**src/verilog/pms_consts.vh**
```
`ifndef PMS_CONSTS_VH
`define PMS_CONSTS_VH

// ----------------------------------------------------------------------------
// register addresses on the management interface
// ----------------------------------------------------------------------------
`define PMS_ADDR_W            5
`define PMS_DATA_W            16
`define PMS_OFF_CTRL          5'h00
`define PMS_OFF_STATUS        5'h01
`define PMS_OFF_ID_HI         5'h02
`define PMS_OFF_ID_LO         5'h03
`define PMS_OFF_ADV           5'h04

// ----------------------------------------------------------------------------
// control register fields
// ----------------------------------------------------------------------------
`define PMS_CTRL_LOOPBACK     14
`define PMS_CTRL_SPEED        13
`define PMS_CTRL_AN_EN        12
`define PMS_CTRL_PWR_DOWN     11
`define PMS_CTRL_RSVD10       10
`define PMS_CTRL_AN_RESTART   9
`define PMS_CTRL_DUPLEX       8
`define PMS_CTRL_COL_TEST     7
`define PMS_CTRL_RSVD_HI      6
`define PMS_CTRL_RSVD_LO      0
`define PMS_CTRL_RSVD_RST     7'h00
`define PMS_CTRL_SPEED_RST    1'b1
`define PMS_CTRL_AN_EN_RST    1'b1

// ----------------------------------------------------------------------------
// status register fields
// ----------------------------------------------------------------------------
`define PMS_STAT_ABILITY_HI   14
`define PMS_STAT_ABILITY_LO   11
`define PMS_STAT_ABILITY_VAL  4'hf
`define PMS_STAT_RSVD_HI      10
`define PMS_STAT_RSVD_LO      7
`define PMS_STAT_PREAMBLE_SUP 6
`define PMS_STAT_AN_DONE      5
`define PMS_STAT_REMOTE_FLT   4
`define PMS_STAT_AN_ABLE      3
`define PMS_STAT_LINK         2
`define PMS_STAT_JABBER       1
`define PMS_STAT_EXT_CAP      0

// ----------------------------------------------------------------------------
// advertisement register fields
// ----------------------------------------------------------------------------
`define PMS_ADV_NEXT_PAGE     15
`define PMS_ADV_RSVD14        14
`define PMS_ADV_REMOTE_FLT    13
`define PMS_ADV_TECH_HI       12
`define PMS_ADV_TECH_LO       5
`define PMS_ADV_TECH_RST      8'h2f
`define PMS_ADV_SEL_HI        4
`define PMS_ADV_SEL_LO        0
`define PMS_ADV_SEL_VAL       5'h01

`endif

```
**src/verilog/pms_regs.v**
```verilog
`timescale 1ns/100ps
`include "pms_consts.vh"

module pms_regs
#(
  // identifier words: arbitrary neutral values
  parameter [15:0] PHY_ID_HI       = 16'h1234,
  parameter [15:0] PHY_ID_LO       = 16'h5678,
  // set when the line side supports only one duplex mode
  parameter        SINGLE_DUPLEX   = 1'b0,
  parameter        SINGLE_DUP_FULL = 1'b1,
  // duplex used while looped back, whatever the control bit says
  parameter        LOOPBACK_FULL   = 1'b1
)
(
  input  wire        i_clk,
  input  wire        i_rst,
  input  wire [4:0]  i_reg_addr,
  input  wire        i_reg_wr,
  input  wire [15:0] i_reg_wdata,
  input  wire        i_reg_rd,
  output wire [15:0] o_reg_rdata,
  output wire        o_reg_rvalid,
  input  wire        i_an_restart_ack,
  input  wire        i_an_complete,
  input  wire        i_an_speed_100,
  input  wire        i_an_full_duplex,
  input  wire        i_link_ok,
  input  wire        i_jabber,
  input  wire        i_tx_en,
  input  wire        i_line_col,
  output wire        o_an_enable,
  output wire        o_an_restart,
  output wire [15:0] o_adv_word,
  output wire        o_speed_100,
  output wire        o_full_duplex,
  output wire        o_loopback,
  output wire        o_rx_isolate,
  output wire        o_power_down,
  output wire        o_col
);

  // --------------------------------------------------------------------------
  // address decode
  // --------------------------------------------------------------------------
  function hit;
    input [4:0] addr;
    input [4:0] off;
    begin
      hit = (addr == off);
    end
  endfunction

  wire wr_ctrl   = i_reg_wr & hit(i_reg_addr, `PMS_OFF_CTRL);
  wire wr_adv    = i_reg_wr & hit(i_reg_addr, `PMS_OFF_ADV);
  wire rd_status = i_reg_rd & hit(i_reg_addr, `PMS_OFF_STATUS);

  // --------------------------------------------------------------------------
  // control register
  // --------------------------------------------------------------------------
  reg       loopback_q;
  reg       speed_q;
  reg       an_en_q;
  reg       pwr_down_q;
  reg       rsvd10_q;
  reg       restart_q;
  reg       duplex_q;
  reg       col_test_q;
  reg [6:0] ctrl_rsvd_q;

  reg       restart_d;

  // restart stays pending until the negotiation engine takes it
  always @*
  begin
    restart_d = restart_q;
    if (restart_q && i_an_restart_ack)
      restart_d = 1'b0;
    if (wr_ctrl && i_reg_wdata[`PMS_CTRL_AN_RESTART])
      restart_d = 1'b1;
  end

  always @(posedge i_clk)
  begin
    if (i_rst)
    begin
      loopback_q  <= 1'b0;
      speed_q     <= `PMS_CTRL_SPEED_RST;
      an_en_q     <= `PMS_CTRL_AN_EN_RST;
      pwr_down_q  <= 1'b0;
      rsvd10_q    <= 1'b0;
      restart_q   <= 1'b0;
      duplex_q    <= 1'b0;
      col_test_q  <= 1'b0;
      ctrl_rsvd_q <= `PMS_CTRL_RSVD_RST;
    end
    else
    begin
      restart_q <= restart_d;
      if (wr_ctrl)
      begin
        loopback_q  <= i_reg_wdata[`PMS_CTRL_LOOPBACK];
        speed_q     <= i_reg_wdata[`PMS_CTRL_SPEED];
        an_en_q     <= i_reg_wdata[`PMS_CTRL_AN_EN];
        pwr_down_q  <= i_reg_wdata[`PMS_CTRL_PWR_DOWN];
        rsvd10_q    <= i_reg_wdata[`PMS_CTRL_RSVD10];
        duplex_q    <= i_reg_wdata[`PMS_CTRL_DUPLEX];
        col_test_q  <= i_reg_wdata[`PMS_CTRL_COL_TEST];
        // kept as written; software is expected to write zeros here
        ctrl_rsvd_q <= i_reg_wdata[`PMS_CTRL_RSVD_HI:`PMS_CTRL_RSVD_LO];
      end
    end
  end

  // a single-mode PHY shows its only mode instead of the stored bit
  wire duplex_view = SINGLE_DUPLEX ? SINGLE_DUP_FULL : duplex_q;

  wire [15:0] ctrl_word;
  assign ctrl_word = {1'b0, loopback_q, speed_q, an_en_q, pwr_down_q, rsvd10_q,
                      restart_q, duplex_view, col_test_q, ctrl_rsvd_q};

  // --------------------------------------------------------------------------
  // negotiation complete flag
  // --------------------------------------------------------------------------
  reg an_done_q;

  // a fresh restart wins over a completion seen in the same cycle, since
  // that completion belongs to the negotiation being abandoned
  always @(posedge i_clk)
  begin
    if (i_rst)
      an_done_q <= 1'b0;
    else if (wr_ctrl && i_reg_wdata[`PMS_CTRL_AN_RESTART])
      an_done_q <= 1'b0;
    else if (restart_q)
      an_done_q <= 1'b0;
    else if (i_an_complete)
      an_done_q <= 1'b1;
  end

  // --------------------------------------------------------------------------
  // latched link and jabber indications
  // --------------------------------------------------------------------------
  wire link_view;
  wire jabber_view;

  pms_latch_bit
  #(
    .EVENT_LEVEL (1'b0),
    .RESET_VALUE (1'b0)
  )
  u_link
  (
    .i_clk      (i_clk),
    .i_rst      (i_rst),
    .i_live     (i_link_ok),
    .i_rd_clear (rd_status),
    .o_value    (link_view)
  );

  pms_latch_bit
  #(
    .EVENT_LEVEL (1'b1),
    .RESET_VALUE (1'b0)
  )
  u_jabber
  (
    .i_clk      (i_clk),
    .i_rst      (i_rst),
    .i_live     (i_jabber),
    .i_rd_clear (rd_status),
    .o_value    (jabber_view)
  );

  // --------------------------------------------------------------------------
  // status word
  // --------------------------------------------------------------------------
  reg [15:0] status_word;

  always @*
  begin
    status_word = 16'h0000;
    status_word[`PMS_STAT_ABILITY_HI:`PMS_STAT_ABILITY_LO] = `PMS_STAT_ABILITY_VAL;
    status_word[`PMS_STAT_PREAMBLE_SUP] = 1'b0;
    status_word[`PMS_STAT_AN_DONE]      = an_done_q;
    status_word[`PMS_STAT_REMOTE_FLT]   = 1'b0;
    status_word[`PMS_STAT_AN_ABLE]      = 1'b1;
    status_word[`PMS_STAT_LINK]         = link_view;
    status_word[`PMS_STAT_JABBER]       = jabber_view;
    status_word[`PMS_STAT_EXT_CAP]      = 1'b1;
  end

  // --------------------------------------------------------------------------
  // advertisement register
  // --------------------------------------------------------------------------
  reg       adv_rf_q;
  reg [7:0] adv_tech_q;

  always @(posedge i_clk)
  begin
    if (i_rst)
    begin
      adv_rf_q   <= 1'b0;
      adv_tech_q <= `PMS_ADV_TECH_RST;
    end
    else if (wr_adv)
    begin
      adv_rf_q   <= i_reg_wdata[`PMS_ADV_REMOTE_FLT];
      adv_tech_q <= i_reg_wdata[`PMS_ADV_TECH_HI:`PMS_ADV_TECH_LO];
    end
  end

  // next page and reserved read zero; selector is not writable
  wire [15:0] adv_word;
  assign adv_word = {1'b0, 1'b0, adv_rf_q, adv_tech_q, `PMS_ADV_SEL_VAL};

  // --------------------------------------------------------------------------
  // read port
  // --------------------------------------------------------------------------
  reg [15:0] rdata_q;
  reg        rvalid_q;
  reg [15:0] rdata_d;

  always @*
  begin
    case (i_reg_addr)
      `PMS_OFF_CTRL:   rdata_d = ctrl_word;
      `PMS_OFF_STATUS: rdata_d = status_word;
      `PMS_OFF_ID_HI:  rdata_d = PHY_ID_HI;
      `PMS_OFF_ID_LO:  rdata_d = PHY_ID_LO;
      `PMS_OFF_ADV:    rdata_d = adv_word;
      default:         rdata_d = 16'h0000;
    endcase
  end

  always @(posedge i_clk)
  begin
    if (i_rst)
    begin
      rdata_q  <= 16'h0000;
      rvalid_q <= 1'b0;
    end
    else
    begin
      rvalid_q <= i_reg_rd;
      if (i_reg_rd)
        rdata_q <= rdata_d;
    end
  end

  assign o_reg_rdata  = rdata_q;
  assign o_reg_rvalid = rvalid_q;

  // --------------------------------------------------------------------------
  // effective mode and line-side outputs
  // --------------------------------------------------------------------------
  reg speed_eff_q;
  reg duplex_eff_q;
  reg col_q;
  reg [15:0] adv_out_q;

  always @(posedge i_clk)
  begin
    if (i_rst)
    begin
      speed_eff_q  <= 1'b0;
      duplex_eff_q <= 1'b0;
      col_q        <= 1'b0;
      adv_out_q    <= 16'h0000;
    end
    else
    begin
      adv_out_q <= adv_word;
      // forced speed only counts while negotiation is off
      speed_eff_q <= an_en_q ? i_an_speed_100 : speed_q;
      if (loopback_q)
        duplex_eff_q <= LOOPBACK_FULL;
      else if (an_en_q)
        duplex_eff_q <= i_an_full_duplex;
      else
        duplex_eff_q <= duplex_view;
      // in loopback the line collision input is isolated
      col_q <= (col_test_q & i_tx_en) | (~loopback_q & i_line_col);
    end
  end

  assign o_an_enable   = an_en_q;
  assign o_an_restart  = restart_q;
  assign o_adv_word    = adv_out_q;
  assign o_speed_100   = speed_eff_q;
  assign o_full_duplex = duplex_eff_q;
  assign o_loopback    = loopback_q;
  assign o_rx_isolate  = loopback_q;
  assign o_power_down  = pwr_down_q;
  assign o_col         = col_q;

endmodule

```
**src/verilog/pms_latch_bit.v**
```verilog
`timescale 1ns/100ps

// ----------------------------------------------------------------------------
// latching status bit: holds the event level until the owning register is read
// ----------------------------------------------------------------------------
module pms_latch_bit
#(
  parameter EVENT_LEVEL = 1'b1,
  parameter RESET_VALUE = 1'b0
)
(
  input  wire i_clk,
  input  wire i_rst,
  input  wire i_live,
  input  wire i_rd_clear,
  output wire o_value
);

  reg latched_q;

  // a read reloads the live level, so an event in the read cycle survives
  always @(posedge i_clk)
  begin
    if (i_rst)
      latched_q <= RESET_VALUE;
    else if (i_rd_clear)
      latched_q <= i_live;
    else if (i_live == EVENT_LEVEL)
      latched_q <= EVENT_LEVEL;
  end

  assign o_value = latched_q;

endmodule

```
**config.mk**
```make
export PLATFORM = sky130hd
export DESIGN_NAME = pms_regs
export DESIGN_NICKNAME = d
export VERILOG_FILES = /design/src/verilog/pms_regs.v /design/src/verilog/pms_latch_bit.v
export VERILOG_INCLUDE_DIRS = /design/src /design/src/verilog
export SDC_FILE = /design/constraint.sdc
export NUM_CORES = 1
export LEC_CHECK = 0
export ABC_AREA = 0
export ABC_CLOCK_PERIOD_IN_PS = 1690
export BUFFER_PORTS_ARGS = -buffer_cell sky130_fd_sc_hd__clkbuf_2
export CORE_MARGIN = 4
export CORE_UTILIZATION = 45
export CTS_CLUSTER_SIZE = 12
export DETAILED_ROUTE_END_ITERATION = 10
export GPL_TIMING_DRIVEN = 0
export PLACE_DENSITY = 0.72
export SLEW_MARGIN = 20
export SYNTH_ARGS = -nofsm -noshare
export SYNTH_HDL_FRONTEND = slang
export SYNTH_SLANG_ARGS = --single-unit
```
**constraint.sdc**
```tcl
create_clock -name i_clk -period 1.69 [get_ports i_clk]
set_input_delay 0.2535 -clock i_clk [delete_from_list [all_inputs] [get_ports i_clk]]
set_output_delay 0.2535 -clock i_clk [all_outputs]
set_load 0.02 [all_outputs]
```
[Word-level counts from Yosys, hierarchy flattened]
Cells that the tools add are included.
Word-level totals
  bits in registers: 63
  input bits: 33
  output and inout port bits: 41
  logic and storage cells: 50
Cells by class
  equality and inequality tests: 5
  muxes and demuxes: 11
  bitwise logic cells: 7
  reduce and logical (&&, ||, !) cells: 6
Operators with widths (count)
  15-bit case mux with 5 select lines: 1
  5-bit by 2-bit equality test with 1-bit output, second input constant: 2
  1-bit 2-to-1 mux: 10
  1-bit bitwise AND: 5
  5-bit by 1-bit equality test with 1-bit output, second input constant: 1
  5-bit by 3-bit equality test with 1-bit output, second input constant: 1
  5-bit zero test: 1
  2-bit nonzero test: 2
  3-bit OR reduction: 1
  1-bit logical AND: 2
  2-bit by 1-bit inequality test with 1-bit output, second input constant: 1
  1-bit NOT: 1
  1-bit bitwise OR: 1

[Depth between registers and ports, before layout]
Gate-level depths: netlist of the first run.
  word-level depth: 4
  depth in mapped cells: 7

[By module]
A second synthesis of the first run with hierarchy kept.
Second synthesis, totals
  cell total of the unflattened synthesis: 258
  area, all modules: 2223.4 µm²
By module, submodules not included
  pms_regs: times used 1, cells each 251, area an instance 2148.3 µm², seq. area each 1081.0 µm²
  pms_latch_bit at u_jabber: times used 1, cells each 4, area an instance 38.8 µm², seq. area each 20.0 µm²
  pms_latch_bit at u_link: times used 1, cells each 3, area an instance 36.3 µm², seq. area each 20.0 µm²

[Worst setup path before layout of the first run]
Ideal clock, no wire load.
  path kind: input to register
  from: input port i_reg_addr[4]
  to: register ctrl_rsvd_q[0]
  library setup time: 0.139 ns
  arrival: 1.233 ns
  data required time: 1.551 ns
  path slack: 0.318 ns
  stages: 6
  path through: buf_6 > nor4_4 > nand3b_1 > clkbuf_1 > nand2_1 > a21oi_2
On the way
  word-level cells in the longest chain between the ends: 2
Ends and longest elaborated chain
  start: declaration: RTL line pms_regs.v:18  | input wire [4:0] i_reg_addr,
  5-bit zero test: RTL line pms_regs.v:50  | hit = (addr == off);
  1-bit bitwise AND: RTL line pms_regs.v:54  | wire wr_ctrl = i_reg_wr & hit(i_reg_addr, `PMS_OFF_CTRL);
  end signal: assignment: RTL line pms_regs.v:95  | ctrl_rsvd_q <= `PMS_CTRL_RSVD_RST;
  end signal: assignment: RTL line pms_regs.v:110  | ctrl_rsvd_q <= i_reg_wdata[`PMS_CTRL_RSVD_HI:`PMS_CTRL_RSVD_LO];
  end: declaration: RTL line pms_regs.v:69  | reg [6:0] ctrl_rsvd_q;
No other way between the ends.
A chain may end at the register's enable or synchronous reset.

[Final worst setup path of the first run]
  from: register adv_tech_q[0]
  to: register rdata_q[5] (netlist: o_reg_rdata[5])
On the way
  word-level cells in the longest chain between the ends: 1
Ends and longest elaborated chain
  start: declaration: RTL line pms_regs.v:197  | reg [7:0] adv_tech_q;
  start signal: assignment: RTL line pms_regs.v:204  | adv_tech_q <= `PMS_ADV_TECH_RST;
  start signal: assignment: RTL line pms_regs.v:209  | adv_tech_q <= i_reg_wdata[`PMS_ADV_TECH_HI:`PMS_ADV_TECH_LO];
  15-bit case mux with 5 select lines: RTL line pms_regs.v:226  | case (i_reg_addr)
  end signal: assignment: RTL line pms_regs.v:247  | rdata_q <= rdata_d;
  end: declaration: RTL line pms_regs.v:220  | reg [15:0] rdata_q;
No other way between the ends.

==> impl_metrics.env, run 1 <==
export IMPL_vias_per_cell=5.059
export IMPL_die_area_um2=6395
export IMPL_cts_setup_buffers=0
export IMPL_layout_drive_gt1_share_pct=32.34
export IMPL_fin_skew_ns=0.008758
export IMPL_crit_path_top_delay_cell="or4bb_1"
export IMPL_finalPower_w=0.002553
export IMPL_finalSetupViolCount=0
export IMPL_core_area_um2=4880
export IMPL_grt_overflow=0
export IMPL_synth_edf_count=0
export IMPL_start_util_pct=47.77
export IMPL_grt_max_degree=17
export IMPL_hold_viol_final=0
export IMPL_grtUsageTotal_pct=19.31
export IMPL_grt_pass1_vias=2036
export IMPL_clock_path_buffers=2
export IMPL_hp_class="in -> reg"
export IMPL_via_count=2044
export IMPL_cp_data_required_time_ns=1.93
export IMPL_gp_congestion=0.8816
export IMPL_synth_warnings=0
export IMPL_synth_seq_cells=56
export IMPL_die_w_um=79.97
export IMPL_ys_types=47
export IMPL_drt_iter0_markers=153
export IMPL_fmax_ghz=0.7127
export IMPL_io_buffers=63
export IMPL_post_route_period_util_pct=83.03
export IMPL_yosysMostFrequentCell="dfxtp_1"
export IMPL_yosys_top_cells_count="56 x dfxtp_1, 33 x nand2_1, 24 x a21oi_1, 24 x nor2_1, 11 x nor2b_1"
export IMPL_max_stage_delay_ns=0.40
export IMPL_routedWlPerCell_um=14.44
export IMPL_syn_avg_cell_area_um2=8.965
export IMPL_cts_hold_fix_buffers=0
export IMPL_worst_ir_drop_vdd_v=0.0003590
export IMPL_clock_latency_ns=0.31
export IMPL_synthArstFlopShare_pct=0
export IMPL_hpwl_mm=4.469
export IMPL_max_cap_violations=0
export IMPL_slew_headroom_pct=57.59
export IMPL_syn_area_um2=2331
export IMPL_antenna_cells=0
export IMPL_crit_fanout=3
export IMPL_critPathCaptureType="flop"
export IMPL_cts_buffers=5
export IMPL_yosys_area_top_type="dfxtp_1"
export IMPL_dieHeight_um=79.97
export IMPL_ys_seq_area_share_pct=48.09
export IMPL_path_cells="or4bb_1, a21boi_0, o21ai_1, a21oi_1"
export IMPL_clock_sinks=56
export IMPL_placementRows=25
export IMPL_ios=74
export IMPL_status="complete, no violations"
export IMPL_rsz0062_at_grt="false"
export IMPL_syn_to_final_growth_pct=23.51
export IMPL_ant_nets=0
export IMPL_p_leak_nw=1.235
export IMPL_maxSlewViolCount=0
export IMPL_dr_pass1_iters=4
export IMPL_clock_root_buffer="clkbuf_8"
export IMPL_grt_pass1_wl_mm=9.563
export IMPL_critical_path_class="reg -> reg"
export IMPL_finalSetupTns_ns=0
export IMPL_cts_tree="yes"
export IMPL_path_clk_slew_ns=0.10
export IMPL_arrival_ns=1.65
export IMPL_antenna_found_initial=0
export IMPL_synth_cells=260
export IMPL_start_kind="flop"
export IMPL_p_per_area_nw_per_um2=886.7
export IMPL_synth_top_area_share_pct=48.09
export IMPL_fillers=468
export IMPL_wl_mm=5.834
export IMPL_nets=369
export IMPL_path_buf_inv=0
export IMPL_period_needed_ns=1.403
export IMPL_synth_top_flop_cell="dfxtp_1"
export IMPL_crit_family="compound AO/OA/AOI/OAI gates"
export IMPL_cts_resized=0
export IMPL_worst_pin_slew_ns=0.6361
export IMPL_drc=0
export IMPL_synthTopCellsByArea="dfxtp_1 48%, nand2_1 5.3%, a21oi_1 5.2%"
export IMPL_cts_htree_levels=2
==> through the flow <==
step	instance area, µm²	std cells	util (%)	hold WS (ns)	worst slack [ns]
6_report	2879	404	59.00	0.1513	0.2868
3_5_place_dp	2753	396	56.41	0.4461	0.01745
2_1_floorplan	2354	266	-	0.3493	0.3178
3_3_place_gp	2753	396	56.41	0.4359	0.04615
4_1_cts	2879	404	59.00	0.1471	0.3423
5_1_grt	2879	404	59.00	0.1522	0.2255
==> power by group <==
| part | leakage, nW | total (W) | internal (W) | switching [W] |
|---|---|---|---|---|
| clock | 0.0645 | 0.000947 | 0.000523 | 0.000424 |
| combinational | 0.714 | 0.000253 | 0.0000930 | 0.000160 |
| sequential | 0.456 | 0.00135 | 0.00134 | 0.0000103 |
==> worst register-to-register path, cell delays in order, from the launching register on <==
cell	delay (ns)
dfxtp_1	0.37
or4bb_1	0.41
a21boi_0	0.27
o21ai_1	0.14
a21oi_1	0.15
==> path summary, 6_finish.rpt <==
path                                             startpoint                             to  slack [ns]  cells past startpoint
worst min-delay path                               i_jabber  u_jabber.o_value$_SDFFE_PP0P_        0.15                      3
worst max-delay path             adv_tech_q[0]$_SDFFE_PP1P_    o_reg_rdata[5]$_SDFFE_PP0P_        0.29                      4
worst min register to register  o_reg_rdata[7]$_SDFFE_PP0P_    o_reg_rdata[7]$_SDFFE_PP0P_        0.46                      2
worst max register to register   adv_tech_q[0]$_SDFFE_PP1P_    o_reg_rdata[5]$_SDFFE_PP0P_        0.29                      4
==> routing by layer <==
layer	wire (µm)	global-route usage [%]	up-vias
li1	-	-	1022
met1	2587	24.86	938
met2	2718	30.55	69
met3	368	4.853	15
met4	160	8.108	0
met5	0	0	-
==> logic make-up (layout without fill, tap and decap cells) <==
kind of cell           count (synthesis)  count (layout)  synth area share, %
buffers and inverters                 31             102                8.105
muxes                                  7               7                3.006
and+or+nand+nor                      107             107                23.73
other                                  1               7               0.1609
AOI/OAI and AO/OA                     58              58                16.91
DFF                                   56              56                48.09
==> cells in the final DEF (no fill, tap or decap), types with 2 or more instances in the layout <==
| cell type | instances |
|---|---|
| a22oi_1 | 3 |
| a222oi_1 | 2 |
| buf_2 | 3 |
| nor4_1 | 2 |
| conb_1 | 7 |
| clkbuf_1 | 8 |
| nor3_1 | 9 |
| nor2_1 | 24 |
| nand3_1 | 4 |
| mux2i_1 | 7 |
| buf_6 | 3 |
| clkbuf_2 | 63 |
| buf_4 | 8 |
| o21ai_0 | 8 |
| clkbuf_8 | 7 |
| nand2b_1 | 3 |
| dfxtp_1 | 56 |
| nor2b_1 | 11 |
| nand2_2 | 8 |
| o22ai_1 | 2 |
| inv_1 | 7 |
| nand2_1 | 33 |
| a21oi_1 | 24 |
| or3_1 | 2 |
| a21oi_2 | 8 |
==> flip-flops by register name, indices dropped and copies added (netlist names) <==
register,count
o_an_restart,1
o_adv_word,10
duplex_q,1
adv_rf_q,1
speed_q,1
rsvd10_q,1
o_full_duplex,1
o_reg_rvalid,1
an_done_q,1
o_reg_rdata,15
o_speed_100,1
o_col,1
u_jabber.o_value,1
adv_tech_q,8
ctrl_rsvd_q,7
u_link.o_value,1
col_test_q,1
o_power_down,1
o_loopback,1
o_an_enable,1
==> layout make-up <==
cell class              instances  area, µm²  area share (%)
flip-flops and latches         56       1121           38.94
multi-input cells             179       1044           36.25
repair buffers                 63      315.3           10.95
plain buffers                  24      162.7           5.650
clock buffers                   7      96.34           3.346
well taps                      67      83.83           2.912
clock inverters                 1      30.03           1.043
inverters                       7      26.28          0.9126
Note: power is estimated with default switching activity, not from simulation.
==> run 2, diff against run 1 <==
--- a/config.mk
+++ b/config.mk
@@ -7,14 +7,14 @@
 export NUM_CORES = 1
 export LEC_CHECK = 0
 export ABC_AREA = 0
-export ABC_CLOCK_PERIOD_IN_PS = 1690
+export ABC_CLOCK_PERIOD_IN_PS = 1200
 export BUFFER_PORTS_ARGS = -buffer_cell sky130_fd_sc_hd__clkbuf_2
 export CORE_MARGIN = 4
 export CORE_UTILIZATION = 45
 export CTS_CLUSTER_SIZE = 12
 export DETAILED_ROUTE_END_ITERATION = 10
 export GPL_TIMING_DRIVEN = 0
-export PLACE_DENSITY = 0.72
+export PLACE_DENSITY = 0.75
 export SLEW_MARGIN = 20
 export SYNTH_ARGS = -nofsm -noshare
 export SYNTH_HDL_FRONTEND = slang
==> constraint.sdc (replaced) <==
create_clock -name i_clk -period 1.2 [get_ports i_clk]
set_input_delay 0.18 -clock i_clk [delete_from_list [all_inputs] [get_ports i_clk]]
set_output_delay 0.18 -clock i_clk [all_outputs]
set_load 0.02 [all_outputs]
==> impl_metrics.env, run 2 (synthesis results as in run 1) <==
export IMPL_grt_pass1_wl_mm=9.432
export IMPL_cts_buffers=5
export IMPL_grt_max_degree=17
export IMPL_layout_drive_gt1_share_pct=35.28
export IMPL_p_leak_nw=1.284
export IMPL_vias_per_cell=4.956
export IMPL_fmax_ghz=0.8461
export IMPL_max_stage_delay_ns=0.40
export IMPL_rrSetupSlack_ns=0.02
export IMPL_fin_cells=410
export IMPL_arrival_ns=1.42
export IMPL_drt_iter0_markers=119
export IMPL_p_per_area_nw_per_um2=1206
export IMPL_largest_reg_flops=15
export IMPL_r2r_end="o_reg_rdata[5]$_SDFFE_PP0P_"
export IMPL_r2r_cells=4
export IMPL_antenna_cells=0
export IMPL_path_cells="buf_4, nor4_4, and3b_1, buf_6, clkbuf_16, nand2_2, a21oi_2"
export IMPL_max_cap_violations=0
export IMPL_routedWlPerCell_um=14.85
export IMPL_worst_ir_drop_vdd_v=0.0006713
export IMPL_die_w_um=79.97
export IMPL_final_cell_mix="62 x clkbuf_2, 53 x dfxtp_1, 32 x nand2_1"
export IMPL_path_depth=7
export IMPL_nets=375
export IMPL_clock_latency_ns=0.31
export IMPL_clock_sinks=56
export IMPL_syn_to_final_growth_pct=28.18
export IMPL_ant_nets=0
export IMPL_maxSlewViolCount=0
export IMPL_start_kind="primary input"
export IMPL_worst_pin_slew_ns=0.6420
export IMPL_io_buffers=63
export IMPL_grtUsageTotal_pct=19.43
export IMPL_clock_path_buffers=2
export IMPL_gp_congestion=0.9015
export IMPL_cts_hold_fix_buffers=0
export IMPL_hold_end="o_loopback$_SDFFE_PP0P_"
export IMPL_rsz0062_at_grt="true"
export IMPL_timing_rr_start="adv_tech_q[0]$_SDFFE_PP1P_"
export IMPL_fillers=459
export IMPL_cp_data_required_time_ns=1.44
export IMPL_critPathCaptureType="flop"
export IMPL_via_count=2032
export IMPL_drc=0
export IMPL_post_route_period_util_pct=98.49
export IMPL_die_area_um2=6395
export IMPL_antenna_found_initial=0
export IMPL_period_needed_ns=1.182
export IMPL_ios=74
export IMPL_hpwl_mm=4.559
export IMPL_hold_viol_final=0
export IMPL_critical_path_class="in -> reg"
export IMPL_wl_mm=6.090
export IMPL_fin_skew_ns=0.004810
export IMPL_path_clk_slew_ns=0.10
export IMPL_hp_class="in -> reg"
export IMPL_dr_pass1_iters=5
export IMPL_hold_depth=3
export IMPL_placedCellCount=396
export IMPL_crit_fanout=6
export IMPL_cts_tree="yes"
export IMPL_finalSetupViolCount=0
export IMPL_crit_path_top_delay_cell="nor4_4"
export IMPL_slew_headroom_pct=57.20
export IMPL_worstHoldStart="i_reg_wdata[14]"
export IMPL_finalPower_w=0.003605
export IMPL_grt_pass1_vias=1938
export IMPL_core_area_um2=4880
export IMPL_path_buf_inv=3
export IMPL_cts_htree_levels=2
export IMPL_crit_family="simple AND/OR/NAND/NOR gates"
export IMPL_status="complete, no violations"
export IMPL_grt_overflow=0
export IMPL_clock_root_buffer="clkbuf_8"
export IMPL_mostFrequentLayoutCell="clkbuf_2"
export IMPL_holdWs_ns=0.07422
export IMPL_placementRows=25
export IMPL_start_util_pct=47.77
export IMPL_dieHeight_um=79.97
[run 2: power breakdown]
| part | leakage, nW | total [W] | internal (W) | switching, W |
|---|---|---|---|---|
| logic | 0.764 | 0.000370 | 0.000137 | 0.000233 |
| clock network | 0.0645 | 0.00133 | 0.000737 | 0.000590 |
| registers | 0.455 | 0.00191 | 0.00189 | 0.0000163 |
| total | 1.28 | 0.00360 | 0.00277 | 0.000839 |
[run 2: worst min-delay path: cells and delay by family]
kind	cells	cell delay, ns
buffers and inverters	1	0.09
AOI/OAI and AO/OA	1	0.04
and+or+nand+nor	1	0.05
[run 2: layout make-up]
class	count	area, µm²	area share (%)
Sequential cell	56	1125	37.65
Multi-Input combinational cell	179	1074	35.93
Timing Repair Buffer	69	380.4	12.73
Buffer	24	172.7	5.779
Clock buffer	7	96.34	3.224
Tap cell	67	83.83	2.806
Clock inverter	1	30.03	1.005
Inverter	7	26.28	0.8794
[run 2: layer usage]
layer  track usage [%]  vias up  routed length, µm
met2             29.72       70               2754
li1                  -     1035                  -
met1             25.94      914               2779
met4             8.446        0                122
met5                 0        -                  0
met3             4.628       13                434
[run 2: per-stage QoR]
step	instance area (µm²)	setup TNS, ns	worst slack, ns	utilization (%)
2_1_floorplan	2361	0	0.001403	-
3_3_place_gp	2760	-9.995	-0.3637	56.56
3_5_place_dp	2760	-10.51	-0.4069	56.56
4_1_cts	2910	0	0.0008062	59.64
5_1_grt	2988	-0.1054	-0.02706	61.23
6_report	2988	0	0.01816	61.23
[run 2: worst max path at each step]
stage	start	to	slack, ns
floorplan	i_reg_addr[4]	o_reg_rdata[4]$_SDFFE_PP0P_	0.001
finish	i_reg_addr[1]	o_power_down$_SDFFE_PP0P_	0.02
CTS	adv_tech_q[0]$_SDFFE_PP1P_	o_reg_rdata[5]$_SDFFE_PP0P_	0.0008
global placement	i_reg_addr[3]	rsvd10_q$_SDFFE_PP0P_	-0.36
global route	adv_tech_q[0]$_SDFFE_PP1P_	o_reg_rdata[5]$_SDFFE_PP0P_	-0.03
detailed placement	i_reg_addr[3]	o_power_down$_SDFFE_PP0P_	-0.41
[run 2: what timing repair did]
| item | CTS | global route |
|---|---|---|
| setup endpoints to repair | 12 | 25 |
| cloned | 0 | 1 |
| pin swaps | 4 | 6 |
| setup buffers | 2 | 3 |
| resized for setup | 3 | 12 |
